**src/shared/ssp_defines.svh**
```systemverilog
// constants of the status and write-protect block
`ifndef SSP_DEFINES_SVH
`define SSP_DEFINES_SVH
`define SSP_BIT_PEN        3'h7
`define SSP_BIT_GUARD_HI   3'h3
`define SSP_BIT_GUARD_LO   3'h2
`define SSP_BIT_LATCH      3'h1
`define SSP_BIT_BUSY       3'h0
`define SSP_OP_STATUS_WR   8'h01
`define SSP_OP_ARRAY_WR    8'h02
`define SSP_OP_ARRAY_RD    8'h03
`define SSP_OP_LATCH_CLR   8'h04
`define SSP_OP_STATUS_RD   8'h05
`define SSP_OP_LATCH_SET   8'h06
`define SSP_GUARD_QUARTER  14'h3000
`define SSP_GUARD_HALF     14'h2000
`define SSP_WRITE_CYCLES   16'h03e8
`define SSP_NV_RESET       3'h0
`endif

```
**src/shared/ssp_pkg.sv**
```systemverilog
// types of the status and write-protect block
package ssp_pkg;
  typedef logic [2:0] ssp_nv_t;   // {pen, guard_hi, guard_lo}
  typedef logic [7:0] ssp_byte_t;
endpackage

```
**src/shared/ssp_nv_if.sv**
```systemverilog
// link between frame logic and nonvolatile store
`timescale 1ns/10ps
interface ssp_nv_if;
  import ssp_pkg::*;
  logic    start;
  logic    start_status;
  ssp_nv_t new_bits;
  ssp_nv_t bits;
  logic    busy;
  logic    done;
  modport ctrl  (output start, output start_status, output new_bits, input bits, input busy, input done);
  modport store (input start, input start_status, input new_bits, output bits, output busy, output done);
endinterface

```
**src/hdl/ssp_top.sv**
```systemverilog
// serial eeprom status register, write protection and pin control
`timescale 1ns/10ps
`include "ssp_defines.svh"
module ssp_top #(
  parameter logic [15:0] WRITE_CYCLES = `SSP_WRITE_CYCLES
) (
  input  wire logic             clock,          // 25 MHz system clock
  input  wire logic             rst,            // sync reset, power-up
  input  wire logic             cs_n,           // select, active low
  input  wire logic             sck,            // serial clock from master
  input  wire logic             si,             // serial data in
  input  wire logic             pause_n,        // pause, active low
  input  wire logic             protect_n,      // write protect pin, active low
  input  wire ssp_pkg::ssp_nv_t nv_image,       // retained nonvolatile bits
  output logic                  so,             // serial data out
  output logic                  so_oe,          // serial out enable
  output logic                  array_wr_start, // array write cycle start pulse
  output logic [13:0]           array_wr_addr,  // array write start address
  output logic                  standby,        // deselected and idle
  output ssp_pkg::ssp_nv_t      nv_image_out    // bits to retain
);
  import ssp_pkg::*;

  ssp_nv_if nvi ();

  logic      cs_lvl;
  logic      sck_lvl;
  logic      si_lvl;
  logic      pause_lvl;
  logic      protect_lvl;
  logic      cs_prev;
  logic      sck_prev;
  logic      pause_prev;
  logic      active;
  logic      paused;
  logic      write_latch_flag;
  logic      wp_low_seen;
  logic      read_mode;
  logic [2:0] bit_cnt;
  logic [2:0] byte_cnt;
  ssp_byte_t shift_in;
  ssp_byte_t opcode;
  ssp_byte_t byte1;
  ssp_byte_t byte2;
  ssp_byte_t snap;
  ssp_byte_t status_now;
  ssp_byte_t next_shift;
  logic      cs_fall;
  logic      cs_rise;
  logic      sck_rise;
  logic      sck_fall;
  logic      pause_rise;
  logic      run;
  logic      frame_whole;
  logic      set_latch;
  logic      clr_latch;
  logic      hw_protect;
  logic      addr_guarded;
  logic      go_status;
  logic      go_array;
  logic [13:0] wr_addr;

  ssp_pin_sync #(.INIT(1'b1)) u_cs (.clock(clock), .rst(rst), .pin(cs_n), .level(cs_lvl));
  ssp_pin_sync #(.INIT(1'b0)) u_sck (.clock(clock), .rst(rst), .pin(sck), .level(sck_lvl));
  ssp_pin_sync #(.INIT(1'b0)) u_si (.clock(clock), .rst(rst), .pin(si), .level(si_lvl));
  ssp_pin_sync #(.INIT(1'b1)) u_pause (.clock(clock), .rst(rst), .pin(pause_n), .level(pause_lvl));
  ssp_pin_sync #(.INIT(1'b1)) u_prot (.clock(clock), .rst(rst), .pin(protect_n), .level(protect_lvl));

  ssp_nv_store #(.CYCLES(WRITE_CYCLES)) u_nv (
    .clock    (clock),
    .rst      (rst),
    .nv_image (nv_image),
    .nvi      (nvi)
  );

  always_ff @(posedge clock) begin
    if (rst) begin
      cs_prev    <= 1'b1;
      sck_prev   <= 1'b0;
      pause_prev <= 1'b1;
    end else begin
      cs_prev    <= cs_lvl;
      sck_prev   <= sck_lvl;
      pause_prev <= pause_lvl;
    end
  end

  assign cs_fall    = cs_prev && !cs_lvl;
  assign cs_rise    = !cs_prev && cs_lvl;
  assign sck_rise   = !sck_prev && sck_lvl;
  assign sck_fall   = sck_prev && !sck_lvl;
  assign pause_rise = !pause_prev && pause_lvl;
  assign run        = active && !paused;

  // a select held low through power-up still arms the link: the filtered level resets high, so a falling edge follows
  always_ff @(posedge clock) begin
    if (rst) begin
      active <= 1'b0;
    end else if (cs_rise) begin
      active <= 1'b0;
    end else if (cs_fall) begin
      active <= 1'b1;
    end
  end

  // pause only takes hold with the clock low; a high clock defers it to the fall
  always_ff @(posedge clock) begin
    if (rst || !active) begin
      paused <= 1'b0;
    end else if (!paused && !pause_lvl && !sck_lvl) begin
      paused <= 1'b1;
    end else if (paused && pause_rise && !sck_lvl) begin
      paused <= 1'b0;
    end
  end

  assign next_shift = {shift_in[6:0], si_lvl};

  always_ff @(posedge clock) begin
    if (rst || cs_fall) begin
      shift_in <= 8'h00;
      bit_cnt  <= 3'h0;
      byte_cnt <= 3'h0;
    end else if (run && sck_rise) begin
      shift_in <= next_shift;
      bit_cnt  <= bit_cnt + 3'h1;
      if (bit_cnt == 3'h7 && byte_cnt != 3'h7) byte_cnt <= byte_cnt + 3'h1;
    end
  end

  always_ff @(posedge clock) begin
    if (rst || cs_fall) begin
      opcode <= 8'h00;
      byte1  <= 8'h00;
      byte2  <= 8'h00;
    end else if (run && sck_rise && bit_cnt == 3'h7) begin
      case (byte_cnt)
        3'h0: opcode <= next_shift;
        3'h1: byte1 <= next_shift;
        3'h2: byte2 <= next_shift;
        default: opcode <= opcode;
      endcase
    end
  end

  // with the pen bit set, any low protect level inside the frame refuses the status write
  always_ff @(posedge clock) begin
    if (rst) begin
      wp_low_seen <= 1'b0;
    end else if (cs_fall) begin
      wp_low_seen <= !protect_lvl;
    end else if (active && !protect_lvl) begin
      wp_low_seen <= 1'b1;
    end
  end

  assign status_now = {nvi.bits[2], 3'h0, nvi.bits[1], nvi.bits[0], write_latch_flag, nvi.busy};
  assign hw_protect = nvi.bits[2] && wp_low_seen;
  assign wr_addr    = {byte1[5:0], byte2};

  always_comb begin
    case (nvi.bits[1:0])
      2'b01:   addr_guarded = wr_addr >= `SSP_GUARD_QUARTER;
      2'b10:   addr_guarded = wr_addr >= `SSP_GUARD_HALF;
      2'b11:   addr_guarded = 1'b1;
      default: addr_guarded = 1'b0;
    endcase
  end

  assign frame_whole = active && cs_rise && bit_cnt == 3'h0;
  assign set_latch   = frame_whole && opcode == `SSP_OP_LATCH_SET && byte_cnt == 3'h1;
  assign clr_latch   = frame_whole && opcode == `SSP_OP_LATCH_CLR && byte_cnt == 3'h1;
  assign go_status   = frame_whole && opcode == `SSP_OP_STATUS_WR && byte_cnt == 3'h2
                       && write_latch_flag && !nvi.busy && !hw_protect;
  assign go_array    = frame_whole && opcode == `SSP_OP_ARRAY_WR && byte_cnt >= 3'h4
                       && write_latch_flag && !nvi.busy && !addr_guarded;

  always_comb begin
    nvi.start        = go_status || go_array;
    nvi.start_status = go_status;
    nvi.new_bits     = {byte1[7], byte1[3], byte1[2]};
  end

  // set wins over the end-of-cycle clear
  always_ff @(posedge clock) begin
    if (rst) begin
      write_latch_flag <= 1'b0;
    end else if (set_latch) begin
      write_latch_flag <= 1'b1;
    end else if (clr_latch || nvi.done) begin
      write_latch_flag <= 1'b0;
    end
  end

  always_ff @(posedge clock) begin
    if (rst || cs_fall) begin
      read_mode <= 1'b0;
    end else if (run && sck_rise && bit_cnt == 3'h7 && byte_cnt == 3'h0) begin
      read_mode <= next_shift == `SSP_OP_STATUS_RD;
    end
  end

  // status is resampled at each byte start so polling sees busy drop
  always_ff @(posedge clock) begin
    if (rst) begin
      snap <= 8'h00;
      so   <= 1'b0;
    end else if (run && read_mode && sck_fall) begin
      if (bit_cnt == 3'h0) begin
        snap <= status_now;
        so   <= status_now[7];
      end else begin
        so <= snap[3'h7 - bit_cnt];
      end
    end
  end

  always_ff @(posedge clock) begin
    if (rst) begin
      so_oe <= 1'b0;
    end else begin
      // filtered pause level drops the enable on the clock the state freezes, or sooner while sck is high
      so_oe <= active && !cs_rise && read_mode && pause_lvl && !paused;
    end
  end

  always_ff @(posedge clock) begin
    if (rst) begin
      array_wr_start <= 1'b0;
      array_wr_addr  <= 14'h0000;
    end else begin
      array_wr_start <= go_array;
      if (go_array) array_wr_addr <= wr_addr;
    end
  end

  always_ff @(posedge clock) begin
    if (rst) begin
      standby      <= 1'b1;
      nv_image_out <= `SSP_NV_RESET;
    end else begin
      standby      <= !active && !nvi.busy;
      nv_image_out <= nvi.bits;
    end
  end
endmodule

```
**src/hdl/ssp_pin_sync.sv**
```systemverilog
// three-stage pin synchroniser with agreement filter
`timescale 1ns/10ps
module ssp_pin_sync #(
  parameter logic INIT = 1'b0
) (
  input  wire logic clock,  // system clock
  input  wire logic rst,    // sync reset
  input  wire logic pin,    // asynchronous pin
  output logic      level   // filtered level
);
  logic s1;
  logic s2;
  logic s3;

  always_ff @(posedge clock) begin
    if (rst) begin
      s1 <= INIT;
      s2 <= INIT;
      s3 <= INIT;
    end else begin
      s1 <= pin;
      s2 <= s1;
      s3 <= s2;
    end
  end

  always_ff @(posedge clock) begin
    if (rst) begin
      level <= INIT;
    end else if (s2 == s3) begin
      level <= s3;
    end
  end
endmodule

```
**src/hdl/ssp_nv_store.sv**
```systemverilog
// nonvolatile status bits and self-timed write cycle
`timescale 1ns/10ps
`include "ssp_defines.svh"
module ssp_nv_store #(
  parameter logic [15:0] CYCLES = `SSP_WRITE_CYCLES
) (
  input  wire logic            clock,     // system clock
  input  wire logic            rst,       // sync reset
  input  wire ssp_pkg::ssp_nv_t nv_image, // retained bits loaded at reset
  ssp_nv_if.store              nvi        // frame logic side
);
  import ssp_pkg::*;
  logic [15:0] timer;
  logic        pending_status;
  ssp_nv_t     pending_bits;

  // bits are only committed when the cycle ends, so a late protect pin cannot spoil them
  always_ff @(posedge clock) begin
    if (rst) begin
      nvi.busy <= 1'b0;
      nvi.done <= 1'b0;
      timer    <= 16'h0000;
    end else if (nvi.start && !nvi.busy) begin
      nvi.busy <= 1'b1;
      nvi.done <= 1'b0;
      timer    <= CYCLES;
    end else if (nvi.busy && timer == 16'h0001) begin
      nvi.busy <= 1'b0;
      nvi.done <= 1'b1;
      timer    <= 16'h0000;
    end else begin
      nvi.done <= 1'b0;
      if (nvi.busy) timer <= timer - 16'h0001;
    end
  end

  always_ff @(posedge clock) begin
    if (rst) begin
      pending_status <= 1'b0;
      pending_bits   <= `SSP_NV_RESET;
    end else if (nvi.start && !nvi.busy) begin
      pending_status <= nvi.start_status;
      pending_bits   <= nvi.new_bits;
    end
  end

  // reset stands for power-up: bits come back from the retained image
  always_ff @(posedge clock) begin
    if (rst) begin
      nvi.bits <= nv_image;
    end else if (nvi.busy && timer == 16'h0001 && pending_status) begin
      nvi.bits <= pending_bits;
    end
  end
endmodule

```
**config.mk**
```make
export PLATFORM = sky130hd
export DESIGN_NAME = ssp_top
export DESIGN_NICKNAME = d
export VERILOG_FILES = /design/src/shared/ssp_pkg.sv /design/src/shared/ssp_nv_if.sv /design/src/hdl/ssp_top.sv /design/src/hdl/ssp_pin_sync.sv /design/src/hdl/ssp_nv_store.sv
export VERILOG_INCLUDE_DIRS = /design/src /design/src/shared
export SDC_FILE = /design/constraint.sdc
export NUM_CORES = 1
export LEC_CHECK = 0
export ABC_AREA = 1
export BUFFER_PORTS_ARGS = -buffer_cell sky130_fd_sc_hd__buf_2
export CAP_MARGIN = 20
export CELL_PAD_IN_SITES_DETAIL_PLACEMENT = 2
export CELL_PAD_IN_SITES_GLOBAL_PLACEMENT = 2
export CORE_MARGIN = 5
export CORE_UTILIZATION = 32
export DETAILED_ROUTE_END_ITERATION = 12
export GPL_ROUTABILITY_DRIVEN = 0
export GPL_TIMING_DRIVEN = 0
export PLACE_DENSITY_LB_ADDON = 0.1
export SYNTH_ARGS = -nofsm -noshare
export SYNTH_HDL_FRONTEND = slang
export SYNTH_HIERARCHICAL = 1
export SYNTH_SLANG_ARGS = --single-unit
```
**constraint.sdc**
```tcl
create_clock -name clock -period 1.98 [get_ports clock]
set_input_delay 0.099 -clock clock [delete_from_list [all_inputs] [get_ports clock]]
set_output_delay 0.099 -clock clock [all_outputs]
set_load 0.1 [all_outputs]
```
==> results_dict.tcl <==
set metrics [dict create \
    status "complete, no violations" \
    muxShareOfSynthArea_pct 0 \
    hold_class "input port to flip-flop" \
    rows 45 \
    synth_xor_area_share_pct 1.05 \
    synth_compound_area_share_pct 11.1 \
    cap_viol_max_count 0 \
    grt_overflow 0 \
    post-place-ws_ps -856 \
    first_pass_iters 4 \
    swShare_pct 22.4 \
    timing.final.crit_share_pct 96.3 \
    syn_area_per_cell_um2 7.60 \
    start_kind "flip-flop" \
    vias 4464 \
    async_flop_share_pct 0 \
    max_freq_ghz 0.525 \
    cts_tree "done" \
    worstPathRequired_ps 2320 \
    die_h_um 135 \
    ys_types 35 \
    drt_iter0_drc 138 \
    relSlewSlack_pct 61.6 \
    core-area_mm2 0.0153 \
    root_buffer "clkbuf_16" \
    drt-met1-wl_um 6550 \
    io_pins 31 \
    synth_top_flop_cell "dfxtp_1" \
    clkLatencyLatePin_ps 410 \
    wl_um 14600 \
    track_usage_pct 16.9 \
    synth_fa_ha_area_share_pct 2.51 \
    rsz0062_at_grt "yes" \
    die_w_um 135 \
    hold_violations 0 \
    synthToLayoutAreaGrowth_pct 25.4 \
    max-vdd-ir-drop_mv 0.572 \
    arrival_ps 2240 \
    grt_pass1_wl_um 24200 \
    min_period_ps 1910 \
    synthCells 656 \
    yosys_register_bits 115 \
    grt_pass1_vias 4830 \
    p_comb_share_pct 2.9 \
    clkPwrFrac_pct 54.7 \
    antenna_found_initial 0 \
    netlist_area_mm2 0.00498 \
    p_leak_nw 2.64 \
    highest_layer "met4" \
    grt_max_degree 25 \
    worst_slew_pin_slew_ps 576 \
    synth-edff-count 3 \
    synth_fp_nets 676 \
    internal-power_mw 4.31 \
    p_sw_mw 1.25 \
    wl_per_cell_um 15.4 \
    slew_violations 0 \
    critPathCaptureType "flip-flop" \
    cts_max_path_buffers 2 \
    yosysWarnings 6 \
    numCtsBuffers 17 \
    dp_hpwl_um 10600 \
    cp_max_fo 4 \
    worst_slack_ps 73.7 \
    wl_met2_um 7660 \
    p_total_mw 5.56 \
    fin_skew_ps 8.06 \
    wl_met3_um 278 \
    finalSetupViolCount 0 \
    cts_sinks 115 \
    clk_pin_slew_worst_paths_ps 50 \
    fin_nets 745 \
    n_antenna_cell 0 \
    crit_type "flip-flop to flip-flop" \
    seqPwrFrac_pct 42.4 \
    ant_nets 0 \
    cts_htree_levels 4 \
    p_per_area_mw_per_mm2 889 \
    start_util_pct 32.7 \
    die_area_mm2 0.0182 \
    ys_seq_area_share_pct 46.8 \
    remaining_drc_errors 0 \
    synth_top_family_by_area "simple AND/OR/NAND/NOR gates" \
    yosys.area_share.simple_pct 29.4 \
    vias_per_cell 4.70 \
    numPortBuffers 30 \
    drive_gt1_share_pct 21.3 \
]
## sequential cells by signal (all words and copies together) (netlist names), 3 cells and up
| register | cells |
|---|---|
| u_nv/timer | 16 |
| array_wr_addr | 14 |
| shift_in | 7 |
| opcode | 8 |
| byte_cnt | 3 |
| nv_image_out | 3 |
| byte1 | 7 |
| byte2 | 8 |
| bit_cnt | 3 |
| u_nv/nvi.bits | 3 |
| u_nv/pending_bits | 3 |
| snap | 5 |
## metrics by stage
stage               utilization, %  cell area (um2)  setup TNS, ps  hold slack, ps  cells
finish                        41.0             6250              0            33.6    949
global route                  41.0             6250           -461            22.9    949
CTS                           40.5             6180              0            17.9    946
detailed placement            35.4             5410         -15020             284    897
global placement              35.4             5410         -12990             279    897
floorplan                        -             4990              0             170    656
## routing by layer
metal / vias to the layer above / GRT usage, %
met2: 37 / 30.7
met4: 0 / 4.86
li1: 2208 / -
met5: - / 0
met3: 13 / 3.76
met1: 2206 / 19.9
## repair_timing
item | 4_1_cts | 5_1_grt
endpoints found under the hold margin | 6 | 0
gates cloned | 1 | 0
setup buffers | 10 | 3
pin swaps | 8 | 5
hold buffers | 6 | 0
gates resized for setup | 17 | 15
endpoints found under the setup margin | 22 | 26
## cells in the mapped netlist (all sizes together), types with 3 or more instances
library cell	count	area share, %
nand3	35	4.3
nand2	113	9.3
or2	7	0.88
ha	10	2.5
inv	95	7.3
nand4	8	1.0
edfxtp	3	1.8
xor2	4	0.70
dfxtp	112	45
buf	10	1.5
nor2	141	14
a21oi	46	4.7
clkbuf	4	0.30
o21ai	58	5.8
## final timing paths
check	from	to	slack, ps	cells after the start
worst min register to register	u_sck/s1$_SDFF_PP0_	u_sck/s2$_SDFF_PP0_	410	2
worst max-delay path	u_nv/nvi.busy$_SDFFE_PP0P_	u_nv/pending_bits[1]$_SDFFE_PP0P_	70	13
worst min-delay path	nv_image[1]	u_nv/nvi.bits[1]$_DFFE_PP_	30	3
worst max register to register	u_nv/nvi.busy$_SDFFE_PP0P_	u_nv/pending_bits[1]$_SDFFE_PP0P_	70	13
## cells by family (layout without fill, tap and decap cells)
group / count (synthesis) / count (layout)
adder cells (fa/ha/maj): 10 / 10
AND/OR/NAND/NOR: 307 / 308
buffers and inverters: 110 / 191
XOR/XNOR: 6 / 6
AO/OA/AOI/OAI: 108 / 108
flip-flops: 115 / 115
## worst max-delay path: stages (launching register included)
cell	delay, ps
dfxtp_1	380
inv_1	90
nand2_1	90
nor2_2	170
nand3_2	130
nor2_4	160
buf_6	120
inv_2	60
o21ai_4	80
inv_2	80
nor2_4	140
buf_6	130
o21ai_0	80
nor2_1	140
## power groups by stage
stage | Clock, mW | Sequential, mW | Combinational, mW
global route | 3.21 | 2.36 | 0.178
finish | 3.04 | 2.36 | 0.159
floorplan | 0 | 2.43 | 0.0710
detailed placement | 0 | 2.41 | 0.146
CTS | 3.10 | 2.36 | 0.157
global placement | 0 | 2.41 | 0.141
## layout by cell type, fill, tap and decap left out, types with 3 or more instances in the layout
cell | netlist | layout
ha_1 | 10 | 9
dfxtp_1 | 112 | 108
buf_2 | 5 | 35
nand3_2 | 0 | 3
nand2_4 | 4 | 4
a21oi_1 | 45 | 44
nor2_1 | 116 | 111
buf_6 | 3 | 5
edfxtp_1 | 3 | 3
nand3_1 | 32 | 29
clkinvlp_4 | 0 | 3
nor2_2 | 13 | 14
dlygate4sd3_1 | 0 | 6
clkinv_2 | 0 | 3
nand2_1 | 106 | 103
xor2_1 | 4 | 4
nand4_1 | 8 | 8
dfxtp_2 | 0 | 4
or2_1 | 6 | 6
clkbuf_1 | 4 | 5
inv_2 | 11 | 14
o21ai_1 | 21 | 22
nor2_8 | 3 | 3
clkbuf_16 | 0 | 17
nand3_4 | 3 | 4
buf_4 | 2 | 13
nor2_4 | 9 | 13
o21ai_0 | 37 | 34
inv_1 | 83 | 79
nand2_2 | 3 | 6
## final cells by class
class	count	area, um2
multi-input cells	432	2290
fillers	1748	9010
inverters	96	368
flip-flops and latches	115	2340
well taps	211	264
clock buffers	20	457
repair buffers	49	312
clock inverters	12	130
plain buffers	14	92.6
(Power assumes the default switching activity.)
